$ cat config.mk
export PLATFORM = sky130hd
export DESIGN_NAME = flash_program_erase_timing
export DESIGN_NICKNAME = d
export VERILOG_FILES = /design/src/rtl/flash_seq_pkg.sv /design/src/rtl/flash_program_erase_timing.sv
export SDC_FILE = /design/constraint.sdc
export NUM_CORES = 1
export LEC_CHECK = 0
export BUFFER_PORTS_ARGS = -buffer_cell sky130_fd_sc_hd__buf_2
export CAP_MARGIN = 5
export CORE_ASPECT_RATIO = 1.25
export CORE_MARGIN = 3
export CORE_UTILIZATION = 45
export CTS_CLUSTER_SIZE = 24
export DETAILED_ROUTE_END_ITERATION = 16
export GPL_ROUTABILITY_DRIVEN = 1
export PLACE_DENSITY = 0.81
export SYNTH_ARGS = -nofsm -noshare
export SYNTH_HDL_FRONTEND = slang
export SYNTH_SLANG_ARGS = --single-unit
$ cat constraint.sdc
create_clock -name sys_clk -period 2.3 [get_ports sys_clk]
set_input_delay 0 -clock sys_clk [delete_from_list [all_inputs] [get_ports sys_clk]]
set_output_delay 0 -clock sys_clk [all_outputs]
set_load 0.02 [all_outputs]
$ cat src/rtl/flash_seq_pkg.sv
// Constants and types for the flash program and erase sequencer
package flash_seq_pkg;
    // Timing-generator clock band, kHz
    localparam int TIMING_CLK_MIN_KHZ = 257;
    localparam int TIMING_CLK_MAX_KHZ = 476;
    // System clock, MHz
    localparam int SYS_CLK_MHZ = 50;
    // Phase durations in timing-generator periods
    localparam logic [13:0] WORD_PROG_TICKS = 14'd30;
    localparam logic [13:0] BLOCK_FIRST_TICKS = 14'd25;
    localparam logic [13:0] BLOCK_NEXT_TICKS = 14'd18;
    localparam logic [13:0] BLOCK_END_TICKS = 14'd6;
    localparam logic [13:0] MASS_ERASE_TICKS = 14'd10593;
    localparam logic [13:0] SEG_ERASE_TICKS = 14'd4819;
    // Block and segment geometry
    localparam int BLOCK_BYTES = 64;
    localparam int MAIN_SEG_BYTES = 512;
    localparam int INFO_SEG_BYTES = 64;
    localparam int INFO_SEG_COUNT = 4;
    localparam logic [15:0] INFO_BASE = 16'h1000;
    localparam logic [15:0] INFO_END = 16'h10ff;
    localparam logic [15:0] CAL_SEG_BASE = 16'h1000;
    localparam logic [15:0] CAL_SEG_END = 16'h103f;
    // Operation codes on the request port
    localparam logic [2:0] OP_WORD = 3'h0;
    localparam logic [2:0] OP_BYTE = 3'h1;
    localparam logic [2:0] OP_BLOCK = 3'h2;
    localparam logic [2:0] OP_SEG_ERASE = 3'h3;
    localparam logic [2:0] OP_MASS_ERASE = 3'h4;
    localparam logic [2:0] OP_MAIN_ERASE = 3'h5;
    localparam logic RESET_CAL_LOCKED = 1'b1;

    typedef enum logic [2:0] {
        ST_IDLE, ST_WORD, ST_BLK_FIRST, ST_BLK_WAIT, ST_BLK_NEXT, ST_BLK_END, ST_ERASE
    } seq_state_t;
endpackage

$ cat src/rtl/flash_program_erase_timing.sv
// Flash program and erase timing sequencer
`timescale 1ns/1ps
// Contract
// - Word or byte program lasts 30 periods
// - First block word programs for 25 periods
// - Each further block word takes 18 periods
// - Block end waits 6 periods before done
// - Mass erase 10593, segment erase 4819 periods
// - 512-byte main, four 64-byte info segments
// - Calibration segment locked after reset
// - Accept single byte and word writes
module flash_program_erase_timing
    import flash_seq_pkg::*;
(
    input wire logic sys_clk,
    input wire logic rst,
    input wire logic flash_timing_clock,
    input wire logic req_valid,
    input wire logic [2:0] req_op,
    input wire logic [15:0] req_addr,
    input wire logic [15:0] req_data,
    input wire logic blk_data_valid,
    input wire logic [15:0] blk_data,
    input wire logic blk_last,
    input wire logic cal_unlock,
    input wire logic cal_lock,
    output logic busy,
    output logic done,
    output logic denied,
    output logic blk_ready,
    output logic arr_prog,
    output logic arr_erase,
    output logic arr_mass,
    output logic arr_byte,
    output logic [15:0] arr_addr,
    output logic [15:0] arr_data,
    output logic cal_locked
);
    typedef struct packed {
        seq_state_t state;
        logic [13:0] ticks;
        logic tclk_prev;
        logic busy;
        logic done;
        logic denied;
        logic blk_ready;
        logic prog;
        logic erase;
        logic mass;
        logic byte_mode;
        logic [15:0] addr;
        logic [15:0] data;
        logic [5:0] blk_idx;
        logic cal_locked;
    } seq_regs_t;

    seq_regs_t state_r;
    seq_regs_t state_nxt;
    logic tick;
    logic in_cal;
    logic new_op;

    // Timing clock is treated as a synchronous level; rising edges count periods
    assign tick = flash_timing_clock & ~state_r.tclk_prev;
    assign in_cal = (req_addr >= CAL_SEG_BASE) && (req_addr <= CAL_SEG_END);
    assign new_op = req_valid && (state_r.state == ST_IDLE);

    always_comb begin
        state_nxt = state_r;
        state_nxt.tclk_prev = flash_timing_clock;
        state_nxt.done = 1'b0;
        state_nxt.denied = 1'b0;
        if (cal_unlock) begin
            state_nxt.cal_locked = 1'b0;
        end
        if (cal_lock) begin
            state_nxt.cal_locked = 1'b1;
        end
        unique case (state_r.state)
            ST_IDLE: begin
                if (new_op) begin
                    state_nxt.addr = req_addr;
                    state_nxt.data = req_data;
                    state_nxt.blk_idx = 6'h00;
                    state_nxt.byte_mode = (req_op == OP_BYTE);
                    state_nxt.mass = 1'b0;
                    // Locked calibration segment refuses program and segment erase
                    if (in_cal && state_r.cal_locked && req_op != OP_MASS_ERASE
                        && req_op != OP_MAIN_ERASE) begin
                        state_nxt.denied = 1'b1;
                    end else if (req_op == OP_WORD || req_op == OP_BYTE) begin
                        state_nxt.state = ST_WORD;
                        state_nxt.ticks = WORD_PROG_TICKS;
                        state_nxt.prog = 1'b1;
                        state_nxt.busy = 1'b1;
                    end else if (req_op == OP_BLOCK) begin
                        state_nxt.state = ST_BLK_FIRST;
                        state_nxt.ticks = BLOCK_FIRST_TICKS;
                        state_nxt.prog = 1'b1;
                        state_nxt.busy = 1'b1;
                    end else if (req_op == OP_SEG_ERASE) begin
                        state_nxt.state = ST_ERASE;
                        state_nxt.ticks = SEG_ERASE_TICKS;
                        state_nxt.erase = 1'b1;
                        state_nxt.busy = 1'b1;
                    end else if (req_op == OP_MASS_ERASE || req_op == OP_MAIN_ERASE) begin
                        // Mass and main erase run the same way and set arr_mass whatever the calibration lock
                        state_nxt.state = ST_ERASE;
                        state_nxt.ticks = MASS_ERASE_TICKS;
                        state_nxt.erase = 1'b1;
                        state_nxt.mass = 1'b1;
                        state_nxt.busy = 1'b1;
                    end else begin
                        state_nxt.denied = 1'b1;
                    end
                end
            end
            ST_WORD, ST_ERASE, ST_BLK_FIRST, ST_BLK_NEXT: begin
                if (tick) begin
                    state_nxt.ticks = state_r.ticks - 14'd1;
                end
                if (tick && state_r.ticks == 14'd1) begin
                    state_nxt.prog = 1'b0;
                    state_nxt.erase = 1'b0;
                    if (state_r.state == ST_WORD || state_r.state == ST_ERASE) begin
                        state_nxt.state = ST_IDLE;
                        state_nxt.busy = 1'b0;
                        state_nxt.done = 1'b1;
                    end else if (blk_last || state_r.blk_idx == 6'h3f) begin
                        state_nxt.state = ST_BLK_END;
                        state_nxt.ticks = BLOCK_END_TICKS;
                    end else begin
                        state_nxt.state = ST_BLK_WAIT;
                        state_nxt.blk_ready = 1'b1;
                    end
                end
            end
            ST_BLK_WAIT: begin
                // Busy stays high between block words; the block is one phase
                if (blk_data_valid) begin
                    state_nxt.blk_ready = 1'b0;
                    state_nxt.data = blk_data;
                    state_nxt.addr = state_r.addr + 16'h0002;
                    state_nxt.blk_idx = state_r.blk_idx + 6'h01;
                    state_nxt.state = ST_BLK_NEXT;
                    state_nxt.ticks = BLOCK_NEXT_TICKS;
                    state_nxt.prog = 1'b1;
                end
            end
            ST_BLK_END: begin
                if (tick) begin
                    state_nxt.ticks = state_r.ticks - 14'd1;
                end
                if (tick && state_r.ticks == 14'd1) begin
                    state_nxt.state = ST_IDLE;
                    state_nxt.busy = 1'b0;
                    state_nxt.done = 1'b1;
                end
            end
        endcase
    end

    always_ff @(posedge sys_clk or posedge rst) begin
        if (rst) begin
            state_r <= '0;
            state_r.state <= ST_IDLE;
            state_r.cal_locked <= RESET_CAL_LOCKED;
        end else begin
            state_r <= state_nxt;
        end
    end

    assign busy = state_r.busy;
    assign done = state_r.done;
    assign denied = state_r.denied;
    assign blk_ready = state_r.blk_ready;
    assign arr_prog = state_r.prog;
    assign arr_erase = state_r.erase;
    assign arr_mass = state_r.mass;
    assign arr_byte = state_r.byte_mode;
    assign arr_addr = state_r.addr;
    assign arr_data = state_r.data;
    assign cal_locked = state_r.cal_locked;

    // Count timing edges across each program or erase pulse for the checks below
    logic [13:0] pulse_ticks;
    always_ff @(posedge sys_clk or posedge rst) begin
        if (rst) begin
            pulse_ticks <= 14'd0;
        end else if (!(arr_prog || arr_erase)) begin
            pulse_ticks <= 14'd0;
        end else if (tick) begin
            pulse_ticks <= pulse_ticks + 14'd1;
        end
    end

    AST_WORD_LEN: assert property (@(posedge sys_clk) disable iff (rst)
        $fell(arr_prog) && $past(state_r.state) == ST_WORD |-> $past(pulse_ticks) == 14'd29)
        else $error("word program length wrong");
    AST_BLK_FIRST: assert property (@(posedge sys_clk) disable iff (rst)
        $fell(arr_prog) && $past(state_r.state) == ST_BLK_FIRST |-> $past(pulse_ticks) == 14'd24)
        else $error("first block word length wrong");
    AST_BLK_NEXT: assert property (@(posedge sys_clk) disable iff (rst)
        $fell(arr_prog) && $past(state_r.state) == ST_BLK_NEXT |-> $past(pulse_ticks) == 14'd17)
        else $error("block word length wrong");
    AST_BLK_END: assert property (@(posedge sys_clk) disable iff (rst)
        state_r.state == ST_BLK_END && !$past(state_r.state == ST_BLK_END)
        |-> state_r.ticks == 14'd6)
        else $error("block end wait wrong");
    AST_ERASE_LEN: assert property (@(posedge sys_clk) disable iff (rst)
        $fell(arr_erase) |-> $past(pulse_ticks) == (arr_mass ? 14'd10592 : 14'd4818))
        else $error("erase length wrong");
    AST_CAL_LOCK: assert property (@(posedge sys_clk) disable iff (rst)
        $rose(arr_prog) && state_r.state == ST_WORD && cal_locked
        |-> !(arr_addr >= CAL_SEG_BASE && arr_addr <= CAL_SEG_END))
        else $error("locked calibration programmed");
    AST_BUSY: assert property (@(posedge sys_clk) disable iff (rst)
        (arr_prog || arr_erase) |-> busy)
        else $error("phase without busy");
    AST_DONE: assert property (@(posedge sys_clk) disable iff (rst)
        done |-> !busy && $past(busy))
        else $error("done without phase end");
    AST_SINGLE: assert property (@(posedge sys_clk) disable iff (rst)
        $rose(busy) && state_r.state == ST_WORD |-> arr_prog ##1 arr_prog)
        else $error("single write not started");

    COV_WORD: cover property (@(posedge sys_clk) disable iff (rst)
        $fell(arr_prog) && $past(state_r.state) == ST_WORD);
    COV_BLOCK: cover property (@(posedge sys_clk) disable iff (rst)
        done && $past(state_r.state) == ST_BLK_END);
    COV_SEG: cover property (@(posedge sys_clk) disable iff (rst) $fell(arr_erase) && !arr_mass);
    COV_DENY: cover property (@(posedge sys_clk) disable iff (rst) denied);
endmodule // flash_program_erase_timing

# After elaboration in Yosys (flattened, before gate mapping)
# Index checks and enable logic that the tools add are counted.
[totals]
regBits = 65
latchBits = 0
mem_bits_rw = 0
rom_bits = 0
in_bits = 59
out_inout_bits = 41
word_cells = 130
memories = 0
[op_classes]
n_addsub = 3
mul = 0
div_mod_pow = 0
magnitude_cmp = 2
eq_ne = 28
shifts = 0
muxes = 53
bitwise = 2
reduce_logical = 27
[ops]
columns = ["cell", "count"]
rows = [
  ["$mux W17", 8],
  ["$pmux W38 S2", 1],
  ["$pmux W17 S4", 1],
  ["$mux W14", 3],
  ["$mux W42", 1],
  ["$mux W38", 1],
  ["$mux W1", 21],
  ["$ne A2 B2 Y1 const B", 10],
  ["$add A16 B2 Y16 const B", 1],
  ["$ge A16 B13 Y1 const B", 1],
  ["$le A16 B13 Y1 const B", 1],
  ["$eq A3 B3 Y1 const B", 5],
  ["$mux W3", 5],
  ["$eq A14 B1 Y1 const B", 1],
  ["$mux W2", 7],
  ["$reduce_and A7 Y1", 2],
  ["$sub A14 B1 Y14 const B", 1],
  ["$eq A3 B2 Y1 const B", 4],
  ["$reduce_and A6 Y1", 2],
  ["$reduce_bool A2 Y1", 4],
  ["$add A6 B1 Y6 const B", 1],
  ["$eq A3 B1 Y1 const B", 2],
  ["$eq A6 B6 Y1 const B", 1],
  ["$logic_and A1 B1 Y1", 6],
  ["other kinds (15)", 25],
]

# Depth between registers and ports, before layout
# Gate-level depths: netlist of the first run.
[depth]
depth_word = 9
ltp_mapped = 10
depth_no_buf = 7

# Worst setup path before layout of the first run
# No wires, ideal clock.
[synth_path]
path_type = "register to register"
from = "register, netlist name cal_locked"
to = "register state_r[63] in the netlist's numbering"
setup_ps = 125
arrival_time_ps = 1954
t_required_ps = 2175
slack_ps = 221
stages_incl_launch_ff = 6
n_path_buf = 0
period_less_slack_ps = 2079
cell_sequence = "dfstp_2 -> or3b_2 -> o41a_1 -> o21ai_2 -> a21oi_1 -> mux2_4"
[synth_between]
elab_chain_cells = 5
[synth_lines]
columns = ["element", "line", "rtl"]
rows = [
  ["$logic_and A1 B1 Y1 (2 in series)", "flash_program_erase_timing.sv:88", "if (in_cal && state_r.cal_locked && req_op != OP_MASS_ERASE"],
  ["$logic_and A1 B1 Y1", "flash_program_erase_timing.sv:89", "&& req_op != OP_MAIN_ERASE) begin"],
  ["$ne A2 B2 Y1 (no source line)", "n/a", ""],
  ["$reduce_and A6 Y1 (no source line)", "n/a", ""],
  ["to (signal assigned)", "flash_program_erase_timing.sv:169", "state_r <= state_nxt;"],
  ["to (decl)", "flash_program_erase_timing.sv:57", "seq_regs_t state_r;"],
]
# Every way passes these cells.
# A chain may end at the register's enable or synchronous reset.

# Final worst setup path of the first run
[layout_path]
from = "register state_r[62] in the netlist's numbering"
to = "register state_r, in the netlist arr_data[12]"
[layout_between]
elab_chain_cells = 4
word_cells_on_any_way = 8
cone_classes = "eq/ne (3); mux (1); reduce/logical (4)"
[layout_lines]
columns = ["element", "line", "rtl"]
rows = [
  ["$logic_not A3 Y1", "flash_program_erase_timing.sv:66, flash_program_erase_timing.sv:79", ""],
  ["$logic_and A1 B1 Y1", "flash_program_erase_timing.sv:66", "assign new_op = req_valid && (state_r.state == ST_IDLE);"],
  ["$ne A2 B2 Y1 (no source line)", "n/a", ""],
  ["$reduce_and A3 Y1 (no source line)", "n/a", ""],
]
# Parallel ways exist; a longest one is shown, timed or not.

==> run summary, run 1 <==
Once detail routing completed, the nets flagged for antenna violations numbered 0. The number of stages on the worst hold path is 4. The die footprint is 0.0102 mm2. Summing every instance area after synthesis gives 0.00405 mm2. The final critical path time including I/O delays and setup came out at 2240 ps.

In this run the worst path has a maximum fanout of 37. The source-to-sink clock delay at the later pin of the worst-skew pair came out at 350 ps. After detailed routing, the total wire length is 12.5 mm. The multi-input logic area is 0.00205 mm2. Routability-driven placement finished with a final weighted congestion of 0.921. The die is 112 um tall. The initial antenna violation count came out at 0. The clock tree from TritonCTS is yes. After detailed routing, the average wire length per cell comes to 17.5 um. For this run, the share of the core covered by cells in the final layout is 60.3%. The library cell used most frequently in the layout, excluding fill and tap cells, is sky130_fd_sc_hd__buf_2. By area the synthesized netlist is led by sky130_fd_sc_hd__dfrtp_1 40%, sky130_fd_sc_hd__nand2_1 7.0%, sky130_fd_sc_hd__buf_4 6.1%, sky130_fd_sc_hd__a22oi_1 3.9%, sky130_fd_sc_hd__o21ai_0 3.1%. Entering global routing, the biggest net connects 38 pins.

For this configuration, the core starts out at a cell density of 46.5%. In the layout the commonest cells are 99 x sky130_fd_sc_hd__buf_2, 75 x sky130_fd_sc_hd__nand2_1, 64 x sky130_fd_sc_hd__dfrtp_1, 53 x sky130_fd_sc_hd__dlygate4sd3_1, 30 x sky130_fd_sc_hd__nor2_1. The per-cell via count in the routed design is 5.92. The master cell of the clock root buffer is sky130_fd_sc_hd__clkbuf_8.

After synthesis, flip-flops and latches occupy 40.2% of the total area. The summed area of non-filler cells in the final layout came out at 0.00525 mm2. Counting flops and latches in the post-synthesis netlist gives 65. Of all cell types, the one taking the most synthesized area is sky130_fd_sc_hd__dfrtp_1.

The worst reg-to-reg path cell count is 6. The leakage power came out at 2.43 nW. The wire-length estimate of the detail-placed layout is 7.90 mm. Based on the critical path, the design can be clocked at up to 447 MHz. After the first detailed-routing iteration, the DRC count stood at 524. STA classifies the critical path endpoint as a flip-flop. The Yosys step of the flow raised 0 warnings. The pre-antenna-repair detailed-routing pass consisted of 5 iterations.

The routed layout has 4220 vias. Summed over all layers, the global routing overflow is 0. The layout overhead on the synthesized area is 29.7%. The actual transition at the worst max-transition pin came out at 698 ps. The worst hold path belongs to the class in -> reg. The die extent in x came out at 90.8 um. The final max-slew violation count came out at 0. The clock passes through at most 2 buffers. For the final database, setup skew stands at 5.69 ps. The reg-to-reg critical path startpoint is state_r[62]$_DFFE_PP0P_. The number of setup violations in the final report came out at 0.

The power density over the cells is 1190 mW/mm2. In this run the cell area measured after placement is 0.00448 mm2. The path with the worst hold slack has its endpoint at arr_erase$_DFFE_PP0P_. VDD sags by at most 0.400 mV. In this run, CTS created clock tree buffers numbering 9. The worst path arrival time came out at 2520 ps. Measured against its own limit, the worst slew margin works out to 53.1%. The clock-pin slew of the registers on the worst-case setup and hold paths came out at 70 ps. The global router's overall resource usage came out at 25.0%. Once routing completed, OpenROAD measured the worst setup slack at 64.8 ps. OpenSTA, run right after detailed placement, puts the worst setup slack at 131 ps.

Across all register-to-register paths, the minimum setup slack is 60 ps. The number of top-level design ports is 100. The number of violations of the max-capacitance limit came out at 0. The via count of the first global-routing pass came to 4255. The post-layout net count came out at 651. For this run, design rule violations remaining after detail routing come to 0. The total nets after synthesis is 526. The critical path in this run is classified as reg -> reg. 0 antenna diodes ended up in the layout. Across all hold checks on the routed design, the worst slack comes to 96.1 ps.

In the synthesized netlist the dominant register cell turns out to be sky130_fd_sc_hd__dfrtp_1. The clock tree synthesis step divided the H-tree into 3 levels. The clock net in this run drives a total of 65 sinks. The proportion of register bits with asynchronous set or reset after synthesis came out at 100%. The distinct cell type count after synthesis is 67.

The number of enable flip-flop cells after synthesis is 0. The total power came out at 0.00623 W. Each instance of the synthesized netlist takes up on average 8.74 um2. The cell row count is 38. The wire length of the first global-routing pass came out at 20.6 mm. The core area came out at 0.00870 mm2.

The worst hold path begins at req_op[1]. The run finished with clean final reports. The type of element launching the critical path is a flip-flop. The sequential cell area in the final layout came out at 0.00163 mm2.

The final hold violation count is 0. The endpoint identified for the worst register-to-register timing path is arr_data[12]$_DFFE_PP0P_. The share of Yosys cell area claimed by the top area cell type came out at 39.6%. The share of final-layout standard cells stronger than drive strength 1 is 26.1%. The critical path data required time came out at 2580 ps. The count of mapped cells out of synthesis came out at 463. The count of buffers inserted at the top-level ports came out at 99. The ratio of final minimum period to clock period is 97.2%.

The final-layout fill cell count is 703.
-- metal layers --
layer	vias to the layer above	global-route usage, %	part of all wire, %
met3	46	5.56	6.4
li1	1921	-	-
met4	0	11.5	3.4
met2	223	44.9	53
met1	2030	28.1	37
met5	-	0	0
-- state kept, by name, summed over array words and instances (netlist names) --
register and cells:
blk_ready 1, state_r 24, arr_data 16, arr_erase 1
arr_prog 1, denied 1, arr_byte 1, arr_mass 1
busy 1, done 1, cal_locked 1, arr_addr 16
-- area by class of cell --
class                   count  share of cell area [%]
clock buffers              13                    3.03
clock inverters             3                   0.763
flip-flops and latches     65                    31.0
multi-input cells         329                    39.1
repair buffers            171                    22.4
well taps                 120                    2.86
inverters                  12                   0.858
-- report_power, final --
group / internal, W / leakage (nW) / switching (W)
logic: 0.00125 / 1.52 / 0.00184
registers: 0.00159 / 0.810 / 0.000537
clock network: 0.000557 / 0.103 / 0.000447
-- cells in the mapped netlist, types with 2 or more instances --
cell	n
sky130_fd_sc_hd__a211oi_1	2
sky130_fd_sc_hd__a21oi_1	18
sky130_fd_sc_hd__a221o_1	10
sky130_fd_sc_hd__a22o_1	2
sky130_fd_sc_hd__a22oi_1	21
sky130_fd_sc_hd__a31oi_1	9
sky130_fd_sc_hd__a41oi_1	4
sky130_fd_sc_hd__and2_1	2
sky130_fd_sc_hd__and3_1	8
sky130_fd_sc_hd__buf_2	7
sky130_fd_sc_hd__buf_4	33
sky130_fd_sc_hd__clkbuf_1	16
sky130_fd_sc_hd__dfrtp_1	64
sky130_fd_sc_hd__ha_1	4
sky130_fd_sc_hd__inv_1	12
sky130_fd_sc_hd__mux2_2	3
sky130_fd_sc_hd__mux2i_1	3
sky130_fd_sc_hd__nand2_1	75
sky130_fd_sc_hd__nand3_1	16
sky130_fd_sc_hd__nand3b_1	2
sky130_fd_sc_hd__nand4_1	15
sky130_fd_sc_hd__nor2_1	31
sky130_fd_sc_hd__nor2b_1	5
sky130_fd_sc_hd__nor3_1	7
sky130_fd_sc_hd__nor3b_1	2
sky130_fd_sc_hd__nor4_1	7
sky130_fd_sc_hd__o211ai_1	2
sky130_fd_sc_hd__o21ai_0	25
sky130_fd_sc_hd__o21ai_1	5
sky130_fd_sc_hd__o22ai_2	2
sky130_fd_sc_hd__o31a_1	2
sky130_fd_sc_hd__o31ai_1	3
sky130_fd_sc_hd__o41a_1	2
sky130_fd_sc_hd__or2_2	2
sky130_fd_sc_hd__or3_1	4
sky130_fd_sc_hd__or4_1	2
sky130_fd_sc_hd__or4_4	2
sky130_fd_sc_hd__xor2_1	5
-- cell families (layout without fill, tap and decap cells) --
logic type,after synthesis,after routing,synth area share (%)
compound gates,121,121,21.5
xor+xnor,5,5,1.08
fa+ha+maj,4,4,1.24
buf+inv,69,199,9.68
flops,65,65,40.2
mux,7,7,1.95
simple gates,192,192,24.3
-- critical path, stage by stage (launching register included) --
cell and delay (ps):
sky130_fd_sc_hd__dfrtp_1 440, sky130_fd_sc_hd__buf_4 200, sky130_fd_sc_hd__nor4b_4 400, sky130_fd_sc_hd__buf_8 300
sky130_fd_sc_hd__a22oi_1 130, sky130_fd_sc_hd__dlygate4sd3_1 600, sky130_fd_sc_hd__nand2_1 80
-- per-stage QoR --
step           cells  setup TNS (ps)
2_1_floorplan    463               0
3_3_place_gp     642               0
3_5_place_dp     642               0
4_1_cts          711               0
5_1_grt          713          -0.151
6_report         713               0
-- worst max-delay path by stage --
stage | start | to | slack [ps] | cells after the start
6_report | state_r[62]$_DFFE_PP0P_ | arr_data[12]$_DFFE_PP0P_ | 60 | 6
4_1_cts | state_r[64]$_DFFE_PP0P_ | arr_data[12]$_DFFE_PP0P_ | 20 | 5
3_3_place_gp | cal_locked$_DFFE_PP1P_ | state_r[63]$_DFFE_PP0P_ | 220 | 5
5_1_grt | state_r[62]$_DFFE_PP0P_ | arr_data[12]$_DFFE_PP0P_ | -0.2 | 6
3_5_place_dp | state_r[64]$_DFFE_PP0P_ | arr_addr[14]$_DFFE_PP0P_ | 130 | 5
2_1_floorplan | cal_locked$_DFFE_PP1P_ | state_r[63]$_DFFE_PP0P_ | 220 | 5
-- repair_timing --
| item | 4_1_cts | 5_1_grt |
|---|---|---|
| setup endpoints to repair | 0 | 29 |
| hold buffers | 53 | 0 |
| buffers inserted | 0 | 2 |
| resized for setup | 0 | 5 |
| endpoints found under the hold margin | 61 | 0 |
Power figures use the tool's default switching activity.
==> run 2, diff against run 1 <==
--- a/config.mk
+++ b/config.mk
@@ -8,5 +8,5 @@
 export BUFFER_PORTS_ARGS = -buffer_cell sky130_fd_sc_hd__buf_2
 export CAP_MARGIN = 5
-export CORE_ASPECT_RATIO = 1.25
+export CORE_ASPECT_RATIO = 1.1
 export CORE_MARGIN = 3
 export CORE_UTILIZATION = 45
==> constraint.sdc (replaced) <==
create_clock -name sys_clk -period 2.3 [get_ports sys_clk]
set_input_delay 0 -clock sys_clk [delete_from_list [all_inputs] [get_ports sys_clk]]
set_output_delay 0 -clock sys_clk [all_outputs]
set_load 0.005 [all_outputs]
==> run 2 against run 1 <==
Net effect:
- critical path depth is 1 lower
- register-to-register slack gained 60 ps
- non-clock buffer count is 2 lower
- critical path type unchanged
==> run summary, run 2 (same netlist as run 1, synthesis figures left out) <==
In this run the clock root is driven by a sky130_fd_sc_hd__clkbuf_8. The worst setup path category is reg -> reg. The final wirelength came out at 11.9 mm. Among all stages on the critical path, the largest delay is contributed by sky130_fd_sc_hd__dlygate4sd3_1. The relative slew slack is 44.8%. The path class of the lowest-slack min-delay path is in -> reg.

The initial core utilization is 47.1%. The critical path data required time is 2590 ps. For this design the static power due to leakage is 2.42 nW. The maximum cell stage delay along the critical path came out at 580 ps. The wire length of the first global-routing pass came out at 19.5 mm. The non-filler instance count after layout came out at 702.

The maximum VDD drop is 0.629 mV. The die footprint is 0.0102 mm2. In this run the most critical hold path is launched from req_valid. The worst path setup slack after routing came out at 129 ps. The number of violations of the max-capacitance limit came out at 0. The global router's overall resource usage is 24.2%. The pin count of the biggest net entering global routing is 66. The core area is 0.00858 mm2. The final hold violation count is 0. The most flop-heavy register is state_r.

The number of buffers and inverters on the critical path is 2. The source-to-sink clock delay at the later pin of the worst-skew pair came out at 350 ps. The ratio of final minimum period to clock period came out at 94.4%.

The average routed wire per standard cell came out at 17.0 um. Among cell families on the critical path, the largest total delay comes from buffers and inverters. The part of the total power dissipated in combinational logic came out at 46.0%. The per-cell via count in the routed design is 5.85. The count of nets left with antenna violations once routing finished came out at 0. The number of DRC violations after detailed-routing iteration 0 came out at 410. Along the worst path, the maximum fanout reaches 16. The congestion estimate from routability-driven global placement came to 0.936. The final critical path time including I/O delays and setup is 2170 ps. The critical path goes through nor4b_4 > buf_4 > a22oi_1 > dlygate4sd3_1 > nand2_1. After clock tree synthesis, the setup repair step added 0 buffers. The first-pass iteration count of the detailed router is 5. Setup repair after global routing left no endpoint under its margin. The internal power consumption is 0.00345 W. The switching share of total power came out at 41.6%. Leaving out fill and tap cells, the most frequent cells in the layout are 99 x sky130_fd_sc_hd__buf_2, 75 x sky130_fd_sc_hd__nand2_1, 64 x sky130_fd_sc_hd__dfrtp_1, 53 x sky130_fd_sc_hd__dlygate4sd3_1, 30 x sky130_fd_sc_hd__nor2_1. Detailed routing inserted a total of 4108 vias. The summed area of non-filler cells in the final layout is 0.00523 mm2. The global-route congestion overflow total came out at 0.

The sequential cell area in the final layout came out at 0.00163 mm2. The run finished with clean final reports. For this design the total switching power over the nets is 0.00245 W. The cell row count came out at 35. The worst setup slack for register-to-register paths is 130 ps.

The HPWL after detailed placement is 7.56 mm. The count of buffers inserted at the top-level ports came out at 99. The worst path arrival time came out at 2460 ps.

The number of antenna diodes in the final layout is 0. The die height came out at 105 um. The post-layout net count is 649. The library cell used most frequently in the layout, excluding fill and tap cells, is sky130_fd_sc_hd__buf_2. TritonCTS built the clock tree.

The final-layout fill cell count came out at 709. The number of flip-flops under the largest register name came out at 24. The clock-pin slew of the registers on the worst-case setup and hold paths is 80 ps. The clock tree skew after final layout is 13.7 ps. The highest clock rate is 461 MHz. The cell total after placement is 633. The worst setup path is launched from a flip-flop.

The multi-input logic area is 0.00204 mm2. Of the total power, the clock network draws 18.7%. The aggregate negative setup slack is 0 ps.

The final max-slew violation count came out at 0. STA classifies the critical path endpoint as a flip-flop. The number of setup violations in the final report is 0.

The number of top-level design ports is 100. The share of total power dissipated in sequential elements is 35.3%. Cells fill 60.9% of the core in the end.

The cell area after placement is 0.00447 mm2. The CTS sink count is 65. Buffers inserted during clock tree synthesis total 9. The actual transition at the worst max-transition pin came out at 829 ps.

For this design the ratio of total power to cell area is 1130 mW/mm2. The H-tree generated during clock tree synthesis spans 3 levels. In this run the worst setup path begins at state_r[64]$_DFFE_PP0P_.

In the final layout, the share of cells above drive strength 1 is 26.1%. The layout overhead on the synthesized area is 29.3%. The buffer depth of the longest clock path is 2. The via count of the first global-routing pass came to 4006. The setup slack at placement came out at 205 ps. After detailed routing, the number of remaining DRC violations is 0.

The die is 96.4 um wide. The initial antenna violation count came to 0. The reg-to-reg critical path startpoint is state_r[64]$_DFFE_PP0P_.
run 2: cell count changes in the layout (fill, tap and decap cells not counted):
cell	change
sky130_fd_sc_hd__bufinv_16	+1
sky130_fd_sc_hd__buf_8	-1
sky130_fd_sc_hd__clkbuf_1	-1
sky130_fd_sc_hd__nor3_4	-1
sky130_fd_sc_hd__clkinv_2	-1
sky130_fd_sc_hd__nor3_2	+1
sky130_fd_sc_hd__inv_6	+1
sky130_fd_sc_hd__clkinv_4	+2
sky130_fd_sc_hd__clkbuf_8	-2
sky130_fd_sc_hd__buf_6	+1
sky130_fd_sc_hd__buf_4	-2
run 2: cell type report:
cell class	count	area share, %
well taps	111	2.65
flip-flops and latches	65	31.1
repair buffers	169	22.1
multi-input cells	329	39.1
inverters	12	0.861
clock inverters	6	1.75
clock buffers	10	2.44
run 2: stage by stage:
| step | power [W] | hold slack (ps) |
|---|---|---|
| global placement | 0.00450 | 167 |
| CTS | 0.00584 | 59.9 |
| finish | 0.00590 | 78.3 |
| global route | 0.00634 | 112 |
| detailed placement | 0.00461 | 176 |
| floorplan | 0.00405 | 31.4 |
run 2: worst register-to-register path, cell delays in order, from the launching register on:
cell,delay [ps]
sky130_fd_sc_hd__dfrtp_1,540
sky130_fd_sc_hd__nor4b_4,500
sky130_fd_sc_hd__buf_4,300
sky130_fd_sc_hd__a22oi_1,130
sky130_fd_sc_hd__dlygate4sd3_1,580
sky130_fd_sc_hd__nand2_1,70
run 2: power by group through the flow:
stage                     logic [W]  clock network [W]  registers (W)
after floorplan             0.00212                  0        0.00194
after global placement      0.00245                  0        0.00205
after detailed placement    0.00253                  0        0.00208
after CTS                   0.00267            0.00111        0.00207
after global routing        0.00304            0.00115        0.00215
final                       0.00271            0.00110        0.00208
run 2: routing by layer:
| layer | vias up | global-route usage [%] | part of all wire, % |
|---|---|---|---|
| met4 | 0 | 9.62 | 2.1 |
| li1 | 1918 | - | - |
| met2 | 189 | 39.2 | 50 |
| met5 | - | 0 | 0 |
| met3 | 23 | 4.57 | 6.6 |
| met1 | 1978 | 31.4 | 41 |
run 2: final timing paths:
kind / cells past startpoint / to
max in group asynchronous: 4 / state_r[56]$_DFFE_PP0P_
worst max-delay path: 5 / arr_data[4]$_DFFE_PP0P_
worst max register to register: 5 / arr_data[4]$_DFFE_PP0P_
min in group asynchronous: 4 / arr_data[6]$_DFFE_PP0P_
worst min-delay path: 3 / denied$_DFF_PP0_
worst min register to register: 2 / arr_byte$_DFFE_PP0P_
run 2: what timing repair did:
action / 4_1_cts / 5_1_grt
hold buffers: 53 / 0
endpoints found under the setup margin: 0 / 5
endpoints found under the hold margin: 99 / 0
resized for setup: 0 / 2
==> run 3, diff against run 2 <==
ABC_AREA = 1   (was default)
==> run 3 against run 2 <==
Net effect:
- worst hold slack worse by 48 ps
- clock power is essentially flat
- via count rose by 4.1%
- die area is 2.9% higher
- global-route usage fell by 1.0 points
- clock-buffer cell count down 1
- cell area increased by 0.19%
- largest power group is now registers
==> run summary, run 3 <==
The flow ran to the end, and the final reports show no timing, DRC or antenna violations. The congestion estimate from routability-driven global placement came to 0.916. The setup path with the least slack is of type reg -> reg. The highest metal layer carrying signal wires in the routed design is met4. The count of mapped cells out of synthesis is 566. The critical path data required time came out at 2520 ps. The average cell area after synthesis is 7.37 um2.

The total setup buffers inserted after CTS is 0. The library cell used most frequently in the layout, excluding fill and tap cells, is sky130_fd_sc_hd__nand2_1. The number of stages on the worst hold path came out at 5. TritonCTS built the clock tree.

The global-route congestion overflow total is 0. By area the synthesized netlist is led by sky130_fd_sc_hd__dfrtp_1 38%, sky130_fd_sc_hd__nand2_1 14%, sky130_fd_sc_hd__buf_4 6.5%, sky130_fd_sc_hd__inv_1 5.7%, sky130_fd_sc_hd__nor2_1 5.2%. The number of gates resized after CTS is 0. The Yosys step of the flow raised 0 warnings.

The total power is 0.00284 W. The worst reg-to-reg path cell count came out at 9. The first routing iteration left 293 violations. The die footprint is 0.0105 mm2. The worst-case IR drop observed on VDD is 0.287 mV. The antenna diode instance count is 0. In this run the remaining antenna-violating nets after routing total 0.

The tree is rooted in a sky130_fd_sc_hd__clkbuf_8. The pin count of the biggest net entering global routing is 66. The detailed placement HPWL is 7.66 mm. By instance count, the cell type seen most on the critical path is sky130_fd_sc_hd__nand2_2.

After floorplanning, the core was divided into 36 placement rows. The cell total after placement came out at 734. The buffer depth of the longest clock path is 2. The final critical path time including I/O delays and setup is 1990 ps. CTS built an H-tree with a depth of 3. The worst setup path is launched from a flip-flop. The die is 107 um tall. The worst path arrival time is 2210 ps.

The via count is 4276. The met2 routed wirelength came out at 5.62 mm. The worst setup path is captured at a flip-flop.

The post-layout net count came out at 748. After detailed routing, the average wire length per cell comes to 14.8 um. The count of buffers inserted at the top-level ports came out at 99. In this run, synthesis produced a sequential element count of 65. Summed over all layers, the routed wires come to 11.9 mm. Measured on the finished design, the core utilization comes to 58.5%.

The maximum fanout along the worst path is 24. Derived from the worst setup path, the maximum achievable clock frequency is 503 MHz. For this run, the leading register cell type out of synthesis is sky130_fd_sc_hd__dfrtp_1.

The proportion of register bits with asynchronous set or reset after synthesis is 100%. The worst hold path terminates at arr_erase$_DFFE_PP0P_. The clock-pin slew of the registers on the worst-case setup and hold paths came out at 70 ps. The initial utilization of the core area, before any placement, comes to 46.6%. Summing the sequential cell areas from Yosys gives 39.0% of the chip area. The relative slew slack came out at 65.2%.

The via count of the first global-routing pass came to 4224. Setup repair after global routing left no endpoint under its margin. Excluding fillers, the count of instances in the completed layout stands at 804. The core area came out at 0.00896 mm2. Counting instances in the post-synthesis netlist gives the leading cell types as 153 x sky130_fd_sc_hd__nand2_1, 64 x sky130_fd_sc_hd__dfrtp_1, 63 x sky130_fd_sc_hd__inv_1.

The number of top-level design ports came out at 100. The final max-slew violation count came out at 0. The source-to-sink clock delay at the later pin of the worst-skew pair is 350 ps. The die extent in x is 97.8 um. The share of final-layout standard cells stronger than drive strength 1 is 21.3%. The total routed wire length on the met1 layer came out at 4.78 mm. The largest single stage delay on the critical path is 440 ps. The wire length of the first global-routing pass came out at 19.8 mm. For this run, design rule violations remaining after detail routing come to 0. The initial antenna violation count came out at 0. The worst hold slack came out at 30.0 ps. The filler cells instantiated in the layout total 760. The path class of the lowest-slack min-delay path is in -> reg. Summed over all cells, the static leakage comes to 2.84 nW.

The number of setup violations in the final report came out at 0. The CTS sink count is 65. The most flop-heavy register is state_r. The per-cell via count in the routed design is 5.32. The most frequent cell after synthesis is sky130_fd_sc_hd__nand2_1. The first-pass iteration count of the detailed router is 5. The distinct cell type count after synthesis is 40. Among all stages on the critical path, the largest delay is contributed by sky130_fd_sc_hd__dfrtp_1. From synthesis to final layout, the design area changed by 25.6%. The global router's overall resource usage is 23.1%.

In this run the most critical hold path is launched from req_addr[15]. The critical path goes through nor2_1 > nand2_2 > inv_2 > nand2_2 > nand2_4 > buf_4 > o21ai_1 > a22oi_1 > a21oi_1. The synthesized design spends more area on one cell type than any other, namely sky130_fd_sc_hd__dfrtp_1. Power spread over the standard cell area amounts to 542 mW/mm2. The number of buffers inserted during clock tree synthesis is 9. Summed over its instances, the top area cell type makes up 38.4% of the synthesized netlist area. The worst path uses 86.5% of the clock period. The final hold violation count came out at 0.

After synthesis the cells add up to 0.00417 mm2. The clock tree skew after final layout is 11.0 ps. The multi-input logic area is 0.00190 mm2.

The total nets after synthesis is 629. In the final layout, flip-flops and latches occupy 0.00163 mm2. In the layout the commonest cells are 153 x sky130_fd_sc_hd__nand2_1, 99 x sky130_fd_sc_hd__buf_2, 64 x sky130_fd_sc_hd__dfrtp_1, 62 x sky130_fd_sc_hd__inv_1, 58 x sky130_fd_sc_hd__nor2_1. The aggregate negative setup slack is 0 ps. The number of flip-flops under the largest register name came out at 24.

In this run, post-CTS hold repair placed 54 buffers. The number of enable flip-flop cells after synthesis came out at 0. The worst register-to-register path begins at state_r[63]$_DFFE_PP0P_.

The actual transition at the worst max-transition pin is 521 ps. After detailed routing, the met3 layer carries 1.12 mm of wire. The worst register-to-register path ends at arr_addr[5]$_DFFE_PP0P_. The worst setup slack for register-to-register paths is 310 ps. The tool flagged a number of max-cap violations equal to 0.
==> run 3: report_power, final <==
group	internal, W	switching (W)	total (W)	leakage (nW)
Clock	0.000610	0.000481	0.00109	0.109
Sequential	0.00121	0.0000819	0.00129	0.829
Combinational	0.000208	0.000250	0.000458	1.90
==> run 3: worst max-delay path by stage <==
stage | from | cells after the start | slack [ps] | endpoint
after detailed placement | state_r[63]$_DFFE_PP0P_ | 9 | 340 | arr_addr[5]$_DFFE_PP0P_
final | state_r[63]$_DFFE_PP0P_ | 9 | 310 | arr_addr[5]$_DFFE_PP0P_
after floorplan | rst | 1 | 680 | arr_addr[0]$_DFFE_PP0P_
after CTS | state_r[63]$_DFFE_PP0P_ | 9 | 320 | arr_addr[5]$_DFFE_PP0P_
after global routing | state_r[63]$_DFFE_PP0P_ | 9 | 50 | arr_addr[5]$_DFFE_PP0P_
after global placement | state_r[63]$_DFFE_PP0P_ | 9 | 450 | arr_addr[5]$_DFFE_PP0P_
==> run 3: layout make-up <==
class | instances | share of cell area [%]
Sequential cell | 65 | 31.1
Inverter | 71 | 5.13
Tap cell | 114 | 2.72
Timing Repair Buffer | 157 | 20.6
Clock inverter | 7 | 1.81
Multi-Input combinational cell | 381 | 36.3
Clock buffer | 9 | 2.36
==> run 3: logic make-up after synthesis <==
family / count (synthesis) / synth area share, %
compound gates: 94 / 14.3
xor+xnor: 9 / 1.89
fa+ha+maj: 4 / 1.20
buf+inv: 120 / 15.4
flops: 65 / 39.0
mux: 1 / 0.240
simple gates: 273 / 28.0
==> run 3: stage by stage <==
stage | setup slack (ps) | cell area [um2]
final | 311 | 5240
after CTS | 320 | 5240
after floorplan | 675 | 4170
after detailed placement | 338 | 4480
after global placement | 448 | 4480
after global routing | 45.5 | 5240
==> run 3: metal layers <==
metal | vias up | global-route usage, %
li1 | 2037 | -
met1 | 1941 | 28.3
met4 | 0 | 9.30
met3 | 42 | 5.34
met5 | - | 0
met2 | 256 | 39.5
==> run 3: worst max-delay path: cells and delay by family (launching register included) <==
kind | cells | cell delay, ps
and+or+nand+nor | 4 | 690
DFF | 1 | 440
buffers and inverters | 2 | 420
AOI/OAI and AO/OA | 3 | 310
